### src/sbx_pkg.sv
// constants and types for the subtract-with-borrow decode and execute block
package sbx_pkg;
  // opcodes of the subtract-with-borrow family
  localparam logic [7:0] SBX_OP_INDIRECT = 8'hd2;
  localparam logic [7:0] SBX_OP_PAGE_00 = 8'hd4;
  localparam logic [7:0] SBX_OP_PAGE_01 = 8'hd5;
  localparam logic [7:0] SBX_OP_PAGE_FE = 8'hd3;
  localparam logic [7:0] SBX_OP_LONG = 8'hd6;
  // high address byte implied by each short direct opcode
  localparam logic [7:0] SBX_HI_PAGE_00 = 8'h00;
  localparam logic [7:0] SBX_HI_PAGE_01 = 8'h01;
  localparam logic [7:0] SBX_HI_PAGE_FE = 8'hfe;
  // second-byte fields of the indirect opcode
  localparam int SBX_MODE_BIT = 7;
  localparam int SBX_IDX_MSB = 6;
  localparam int SBX_IDX_LSB = 1;
  localparam int SBX_WITH_C_BIT = 0;
  localparam int SBX_OFF_MSB = 6;
  // pointer word index of the base pointer
  localparam logic [5:0] SBX_BASE_INDEX = 6'h00;
  // program counter steps
  localparam logic [1:0] SBX_STEP_SHORT = 2'h2;
  localparam logic [1:0] SBX_STEP_LONG = 2'h3;
  localparam logic [1:0] SBX_STEP_NONE = 2'h0;
  // reset values
  localparam logic [7:0] SBX_ACC_RST = 8'h00;
  localparam logic [15:0] SBX_ADDR_RST = 16'h0000;
  // sequencer states
  typedef enum logic [0:0] {
    SBX_ST_IDLE = 1'b0,
    SBX_ST_EXEC = 1'b1
  } sbx_state_t;
endpackage

### src/sbx_alu.sv
// subtract accumulator minus borrow minus operand, with flag generation
`timescale 1ns/1ps
module sbx_alu (
  // operands
  input wire logic [7:0] acc_in,
  input wire logic [7:0] opnd_in,
  input wire logic borrow_in,
  // result and flags
  output logic [7:0] diff_out,
  output logic borrow_out,
  output logic half_borrow_out,
  output logic signed_wrap_out
);
  logic [8:0] full_diff;
  logic [4:0] low_diff;

  // nine-bit and five-bit differences expose the borrows out of bits 7 and 3
  assign full_diff = {1'b0, acc_in} - {1'b0, opnd_in} - {8'h00, borrow_in};
  assign low_diff = {1'b0, acc_in[3:0]} - {1'b0, opnd_in[3:0]} - {4'h0, borrow_in};
  assign diff_out = full_diff[7:0];
  assign borrow_out = full_diff[8];
  assign half_borrow_out = low_diff[4];
  // wrap when signs differ and the result sign leaves the minuend sign
  assign signed_wrap_out = (acc_in[7] ^ opnd_in[7]) & (acc_in[7] ^ full_diff[7]);
endmodule

### src/sbx_exec.sv
// decode and execute of the subtract-with-borrow instruction family
`timescale 1ns/1ps
module sbx_exec
  import sbx_pkg::*;
(
  // clock and reset
  input wire logic clk,
  input wire logic nrst,
  // instruction issue from the fetch unit
  input wire logic issue,
  input wire logic [7:0] ins_op,
  input wire logic [7:0] ins_b1,
  input wire logic [7:0] ins_b2,
  output logic busy,
  // core state used by the operation
  input wire logic [7:0] acc_in,
  input wire logic borrow_flag_in,
  input wire logic [7:0] index_c,
  // pointer word read port, combinational data
  output logic ptr_rd,
  output logic [7:0] ptr_addr,
  input wire logic [15:0] ptr_data,
  // operand read port, combinational data
  output logic opnd_rd,
  output logic [15:0] opnd_addr,
  input wire logic [7:0] opnd_data,
  // results
  output logic done,
  output logic [7:0] acc_out,
  output logic borrow_flag,
  output logic half_borrow_flag,
  output logic signed_wrap_flag,
  output logic [1:0] pc_step,
  output logic bad_op
);
  // sequencer state, latched operand address and step
  sbx_state_t state_r;
  sbx_state_t state_nxt;
  logic [15:0] eff_addr_r;
  logic [15:0] eff_addr_nxt;
  logic [1:0] step_r;
  logic [1:0] step_nxt;

  // registered pulses and results
  logic done_r;
  logic bad_r;
  logic [7:0] acc_r;
  logic borrow_r;
  logic half_r;
  logic wrap_r;
  logic [1:0] pc_step_r;

  // sign-extend a byte to sixteen bits
  function automatic logic [15:0] sext8(input logic [7:0] v);
    sext8 = {{8{v[7]}}, v};
  endfunction

  // sign-extend the seven-bit offset to sixteen bits
  function automatic logic [15:0] sext7(input logic [6:0] v);
    sext7 = {{9{v[6]}}, v};
  endfunction

  // opcode decode
  // issue is ignored while busy; the fetch unit must keep offering it
  wire idle = (state_r == SBX_ST_IDLE);
  wire go = idle & issue;
  wire is_ind = (ins_op == SBX_OP_INDIRECT);
  wire ind_base = is_ind & ins_b1[SBX_MODE_BIT];
  wire ind_ptr = is_ind & ~ins_b1[SBX_MODE_BIT] & ins_b1[SBX_WITH_C_BIT];
  wire is_p00 = (ins_op == SBX_OP_PAGE_00);
  wire is_p01 = (ins_op == SBX_OP_PAGE_01);
  wire is_pfe = (ins_op == SBX_OP_PAGE_FE);
  wire is_short = is_p00 | is_p01 | is_pfe;
  wire is_long = (ins_op == SBX_OP_LONG);
  wire legal = ind_base | ind_ptr | is_short | is_long;

  // implied high byte of the short direct forms
  wire [7:0] short_hi = is_p01 ? SBX_HI_PAGE_01 : (is_pfe ? SBX_HI_PAGE_FE : SBX_HI_PAGE_00);

  // pointer word selection: six-bit index, base pointer for offset form
  // the index field is six bits wide, so n above 63 cannot be encoded
  wire [5:0] ptr_index = ind_base ? SBX_BASE_INDEX : ins_b1[SBX_IDX_MSB:SBX_IDX_LSB];
  assign ptr_addr = {1'b0, ptr_index, 1'b0};
  assign ptr_rd = go & (ind_base | ind_ptr);

  // effective address of the indirect forms
  // all sums wrap modulo sixteen bits; no range check is made
  wire [15:0] addr_ptr_c = ptr_data + sext8(index_c);
  wire [15:0] addr_base_off = ptr_data + sext7(ins_b1[SBX_OFF_MSB:0]);
  wire [15:0] addr_long = {ins_b2, ins_b1};

  // operand read: issue cycle for short direct, second cycle otherwise
  // acc_in and the borrow flag are taken in the cycle of this read
  wire exec_now = go & is_short;
  wire exec_late = (state_r == SBX_ST_EXEC);
  assign opnd_rd = exec_now | exec_late;
  assign opnd_addr = exec_late ? eff_addr_r : {short_hi, ins_b1};
  assign busy = ~idle;

  // arithmetic on the operand read this cycle
  logic [7:0] alu_diff;
  logic alu_borrow;
  logic alu_half;
  logic alu_wrap;

  sbx_alu u_alu (
    .acc_in(acc_in),
    .opnd_in(opnd_data),
    .borrow_in(borrow_flag_in),
    .diff_out(alu_diff),
    .borrow_out(alu_borrow),
    .half_borrow_out(alu_half),
    .signed_wrap_out(alu_wrap)
  );

  // next state, latched address and program counter step
  // short direct forms never leave idle; the others spend one cycle in exec
  always_comb begin
    state_nxt = state_r;
    eff_addr_nxt = eff_addr_r;
    step_nxt = step_r;
    case (state_r)
      SBX_ST_IDLE: begin
        if (go & ind_ptr) begin
          state_nxt = SBX_ST_EXEC;
          eff_addr_nxt = addr_ptr_c;
          step_nxt = SBX_STEP_SHORT;
        end else if (go & ind_base) begin
          state_nxt = SBX_ST_EXEC;
          eff_addr_nxt = addr_base_off;
          step_nxt = SBX_STEP_SHORT;
        end else if (go & is_long) begin
          state_nxt = SBX_ST_EXEC;
          eff_addr_nxt = addr_long;
          step_nxt = SBX_STEP_LONG;
        end
      end
      SBX_ST_EXEC: begin
        state_nxt = SBX_ST_IDLE;
      end
      default: begin
        state_nxt = SBX_ST_IDLE;
      end
    endcase
  end

  // sequencer registers
  always_ff @(posedge clk) begin
    if (!nrst) begin
      state_r <= SBX_ST_IDLE;
      eff_addr_r <= SBX_ADDR_RST;
      step_r <= SBX_STEP_NONE;
    end else begin
      state_r <= state_nxt;
      eff_addr_r <= eff_addr_nxt;
      step_r <= step_nxt;
    end
  end

  // one-cycle pulses: done after an execute edge, bad_op after an unknown opcode or an illegal indirect form
  wire exec_any = exec_now | exec_late;
  always_ff @(posedge clk) begin
    if (!nrst) begin
      done_r <= 1'b0;
      bad_r <= 1'b0;
    end else begin
      done_r <= exec_any;
      bad_r <= go & ~legal;
    end
  end

  // accumulator result, loaded only at the execute edge
  always_ff @(posedge clk) begin
    if (!nrst) begin
      acc_r <= SBX_ACC_RST;
    end else if (exec_any) begin
      acc_r <= alu_diff;
    end
  end

  // borrow, half borrow and wrap flags, loaded with the accumulator
  always_ff @(posedge clk) begin
    if (!nrst) begin
      borrow_r <= 1'b0;
      half_r <= 1'b0;
      wrap_r <= 1'b0;
    end else if (exec_any) begin
      borrow_r <= alu_borrow;
      half_r <= alu_half;
      wrap_r <= alu_wrap;
    end
  end

  // program counter step of the instruction just executed
  always_ff @(posedge clk) begin
    if (!nrst) begin
      pc_step_r <= SBX_STEP_NONE;
    end else if (exec_any) begin
      pc_step_r <= exec_late ? step_r : SBX_STEP_SHORT;
    end
  end

  // one-cycle pulses
  assign done = done_r;
  assign bad_op = bad_r;

  // results, held until the next execute edge
  assign acc_out = acc_r;
  assign borrow_flag = borrow_r;
  assign half_borrow_flag = half_r;
  assign signed_wrap_flag = wrap_r;
  assign pc_step = pc_step_r;
endmodule

### config.mk
export PLATFORM = sky130hd
export DESIGN_NAME = sbx_exec
export DESIGN_NICKNAME = d
export VERILOG_FILES = /design/src/sbx_pkg.sv /design/src/sbx_alu.sv /design/src/sbx_exec.sv
export SDC_FILE = /design/constraint.sdc
export NUM_CORES = 1
export LEC_CHECK = 0
export BUFFER_PORTS_ARGS = -buffer_cell sky130_fd_sc_hd__buf_2
export CAP_MARGIN = 25
export CORE_MARGIN = 1
export CORE_UTILIZATION = 50
export DETAILED_ROUTE_END_ITERATION = 16
export PLACE_DENSITY = 0.78
export SLEW_MARGIN = 20
export SYNTH_ARGS = -nofsm -noshare
export SYNTH_HDL_FRONTEND = slang
export SYNTH_SLANG_ARGS = --single-unit
### constraint.sdc
create_clock -name clk -period 7.2 [get_ports clk]
set_input_delay 1.08 -clock clk [delete_from_list [all_inputs] [get_ports clk]]
set_output_delay 1.08 -clock clk [all_outputs]
set_load 0.01 [all_outputs]
Word level (Yosys, flattened, before mapping)
Index checks and enable logic that the tools add are counted.
{ "word_totals": {"register_bits": 34, "output_inout_bits": 42, "word_cells": 60} }
{ "classes": {"addsub": 6, "eq_ne": 5, "n_mux": 15, "bitwise": 22, "n_reduce_logical": 2} }
{ "op_table": {"columns": ["op", "count"], "rows": [
  ["2-to-1 mux 16 bit", 4],
  ["equality test 8 bit (second input constant)", 5],
  ["adder 16 bit", 2],
  ["2-to-1 mux 8 bit", 2],
  ["AND 1 bit", 11],
  ["subtractor 8 x 8 -> 9 bit", 1],
  ["subtractor 9 x 1 -> 9 bit", 1],
  ["2-to-1 mux 2 bit", 4],
  ["2-to-1 mux 6 bit", 1],
  ["bitwise OR 1 bit", 6],
  ["subtractor 4 x 4 -> 5 bit", 1],
  ["subtractor 5 x 1 -> 5 bit", 1],
  ["2-to-1 mux 1 bit", 3],
  ["NOT 1 bit", 3],
  ["nonzero test 3 bit", 1],
  ["one-hot mux 1 bit (2 select lines)", 1],
  ["AND reduction 2 bit", 1],
  ["bitwise XOR 1 bit", 2]
]} }

Longest topological paths before layout
{ "logic_depth": {"ltp_word": 8, "mapped_depth": 11, "ltp_nobuf": 11} }

By module
From an unflattened synthesis, not the netlist that was laid out.
{ "unflattened": {"hier_cells": 481, "hier_area_um2": 3987.6} }
{ "modules_own_cells": {"columns": ["module", "instances", "cells_each", "area_each_um2"], "rows": [
  ["sbx_exec", 1, 401, 3378.2],
  ["sbx_alu", 1, 80, 609.3]
]} }

Least setup slack after synthesis
Ideal clock, no wire load.
{ "synth_timing": {"kind": "in2reg", "start": "in borrow_flag_in", "end": "reg borrow_r (netlist: borrow_flag)", "setup_time_ps": 86, "arrival_ps": 3067, "setup_slack_ps": 4047, "cell_stages": 10, "path_cell_list": "inv_1 > fa_1 > fa_1 > nand2b_1 > a21oi_1 > o21bai_1 > a21oi_1 > o21ai_1 > xor2_1 > a211oi_1"} }
{ "synth_via": {"elab_chain_cells": 1} }
{ "synth_lines": {"columns": ["item", "line", "rtl"], "rows": [
  ["start: declaration", "sbx_exec.sv:17", "input wire logic borrow_flag_in,"],
  ["subtractor 9 x 1 -> 9 bit", "sbx_alu.sv:18", "assign full_diff = {1'b0, acc_in} - {1'b0, opnd_in} - {8'h00, borrow_in};"],
  ["end signal: assignment", "sbx_exec.sv:188", "borrow_r <= alu_borrow;"],
  ["end: declaration", "sbx_exec.sv:48", "logic borrow_r;"]
]} }
Every way passes these cells.
A chain may end at the register's enable or synchronous reset.

Worst setup path after layout
{ "layout_timing": {"start": "in ins_op[4]", "end": "out opnd_rd"} }
{ "layout_via": {"elab_chain_cells": 5, "word_cells_on_any_way": 7} }
{ "layout_lines": {"columns": ["item", "line", "rtl"], "rows": [
  ["start: declaration", "sbx_exec.sv:11", "input wire logic [7:0] ins_op,"],
  ["equality test 8 bit, on equally long branches", "sbx_exec.sv:70, sbx_exec.sv:71", null],
  ["bitwise OR 1 bit", "sbx_exec.sv:73", "wire is_short = is_p00 | is_p01 | is_pfe;"],
  ["bitwise OR 1 bit (*)", "sbx_exec.sv:73", null],
  ["AND 1 bit (*)", "sbx_exec.sv:94", "wire exec_now = go & is_short;"],
  ["bitwise OR 1 bit (*)", "sbx_exec.sv:96", "assign opnd_rd = exec_now | exec_late;"],
  ["end: declaration", "sbx_exec.sv:24", "output logic opnd_rd,"]
]} }
Mark *: on every way between the ends. The rest lies on a longest branch, timed or not.

==> results.cfg <==
[route]
drc = 0
wirelength_um = 10890
avgViaCountPerCell = 5.763
wire_per_inst_um = 15.86
vias = 3959
drt-initial-drc-count = 237
drt_pass1_iterations = 5
ant_nets = 0

[sta]
clock.fmax_mhz = 244.7
skew_ps = 10.34
finalSetupViolations = 0
rsz0062_at_grt = no
finalSetupTns_ps = 0
report.final.slew_viol_count = 0
hold_violations = 0
fin_crit_sh_pct = 56.75
maxSlewHeadroom_pct = 35.27
period_needed_ps = 4086
tightest_slew_ps = 966.4

[clock_tree]
htree_levels = 2
cts_setup_buffers = 0
cts_tree = done
cts_resized = 0
clk_pin_slew_ps = 60
clk_latency_ps = 290
cts_sinks = 34
numCtsBuffers = 5
clockBufferDepth = 2
cts-root-buf = clkbuf_8
ctsHoldBuffers = 0

[power_and_ir_drop]
combPwrFrac_pct = 39.6
intPower_uw = 387.6
power.switching_uw = 203.0
p_seq_share_pct = 32.1
ir_worst_vdd_v = 0.00006904
pwr-share-clk_pct = 28.3
p_sw_share_pct = 34.37
p_leak_uw = 0.002124
power_density_nw_per_um2 = 134.1

[synthesis]
syn_area_per_cell_sq_um = 7.597
synth-simple-area-share_pct = 21.06
netlist_top_cells_area = dfxtp_1, ha_1, nand2_1
synth_top_family_by_area = compound AO/OA/AOI/OAI gates
seq_area_frac_synth_pct = 18.36
synth_compound_area_share_pct = 28.62
syn_inst = 488
synth_edf_count = 0
synthAdderAreaFrac_pct = 16.33
synth_mux_area_share_pct = 2.970
async_reset_ff_share_pct = 0
syn_area_sq_um = 3707
yosysTopAreaCell = dfxtp_1
synth_common_cells = nand2_1, a21oi_1, ha_1
synth_top_area_share_pct = 18.36
ys_seq_elements = 34
synthDistinctLibCells = 63
synth_flop_cell = dfxtp_1
synthXorXnorAreaFrac_pct = 6.750
yosysMostFrequentCell = nand2_1
yosysWarnings = 0

[floorplan]
core_area_sq_um = 7214
initial_core_util_pct = 51.39
die_y_um = 88.11
core.rowCount = 31
die-area_sq_um = 7763
ios = 110
die_w_um = 88.11

[worst_setup_path]
critical_path_class = in2out
end_kind = primary output
required_ps = 6120
crit-reg2reg-launch = busy
crit_path_start_kind = primary input
crit_path_max_fanout = 16
critPathLaunch = ins_op[4]
arrival_ps = 3010

[worst_hold_path]
hp-start = acc_out[4]
hold_path.class = reg2reg

[layout]
final-instance-count-excl-fill = 687
antenna_cells = 0
nNetsFinal = 701
syn_to_final_growth_pct = 18.80
fillers = 682
drive_above_1_share_pct = 23.47

[grt]
grt_pass1_wl_um = 17040
antenna_found_initial = 0
grt.overflow.total = 0
grt_usage_pct = 28.37
grt_max_degree = 23
first_global_vias = 3565

[placement]
gp_congestion = 0.8858
place_hpwl_um = 8635
dp_cells = 679
portBuffers = 107

[status]
outcome = completed

[job]
drv_cap = 0
[registers in the layout, summed over array words and instances, names as in the netlist]
name	cells
busy	1
half_borrow_flag	1
acc_out	8
borrow_flag	1
done	1
step_r	2
pc_step	2
signed_wrap_flag	1
eff_addr_r	16
bad_op	1
[cells by family after synthesis]
logic type / count (synthesis)
AOI/OAI and AO/OA: 158
adders and majority gates: 46
DFF: 34
other: 1
and+or+nand+nor: 159
muxes: 10
xor gates and xnor gates: 27
buffers and inverters: 53
[metrics by stage]
step	cell area (sq um)	hold WS, ps	worst slack [ps]	total power (uW)	util [%]
after CTS	4404	458.9	3133	586.9	61.05
final	4404	455.4	3114	590.6	61.05
after detailed placement	4294	450.2	3169	422.6	59.52
after global placement	4294	449.6	3244	417.1	59.52
after floorplan	3711	428.5	4047	358.0	-
after global routing	4404	483.3	3001	624.8	61.05
[cells in the final DEF, fill, tap and decap left out, types with 3 or more instances in the layout]
master    instances
a21oi_1          47
nand3_1          18
dfxtp_1          34
o21ai_0          19
a221oi_1          4
buf_2           107
and2_1            9
a41oi_1           3
ha_1             42
xor2_1            7
fa_1              4
nor2b_1           4
o21ai_1          10
clkbuf_8          8
xnor2_1          19
o21a_1            6
mux2_2            8
nand2b_1          5
a21o_1           15
a31oi_1           9
o31ai_1           5
a211oi_1          5
a211oi_2          4
o211ai_1          8
and3_1            5
nand3b_1          3
or3_1             4
inv_1            35
nor3_1            9
nor2_1           26
nand2_1          63
[worst paths after layout]
kind / end / slack (ps) / cells after the start
setup / recovery: opnd_rd / 3110 / 6
hold / removal: acc_out[4] / 460 / 2
setup reg to reg: eff_addr_r[11] / 4680 / 8
hold reg to reg: acc_out[4] / 460 / 2
[power by group through the flow]
stage          Combinational [uW]  Clock, uW  Sequential, uW
2_1_floorplan                 164          0             194
3_5_place_dp                  229          0             194
6_report                      234        167             190
4_1_cts                       231        167             190
3_3_place_gp                  223          0             194
5_1_grt                       258        178             190
[critical path, cell delays in order]
cell and delay, ps:
buf_2 100, and4bb_1 240, and2_1 220, a31oi_1 800, inv_2 320, buf_2 240
[final cells by class]
| class | instances | area (sq um) | share of cell area [%] |
|---|---|---|---|
| sequential | 34 | 680.7 | 15.45 |
| inverter | 37 | 138.9 | 3.153 |
| tap | 99 | 123.9 | 2.813 |
| multi-input combinational | 402 | 2815 | 63.92 |
| clock buffer | 8 | 110.1 | 2.500 |
| timing repair buffer | 107 | 535.5 | 12.16 |
[routing by layer]
layer / vias to the layer above / wire length, um / track usage (%)
met4: 0 / 127 / 5.865
met3: 16 / 750 / 4.901
met2: 155 / 5161 / 46.23
met5: - / 0 / 0
li1: 1966 / - / -
met1: 1822 / 4855 / 39.39
Power figures use the tool's default switching activity.
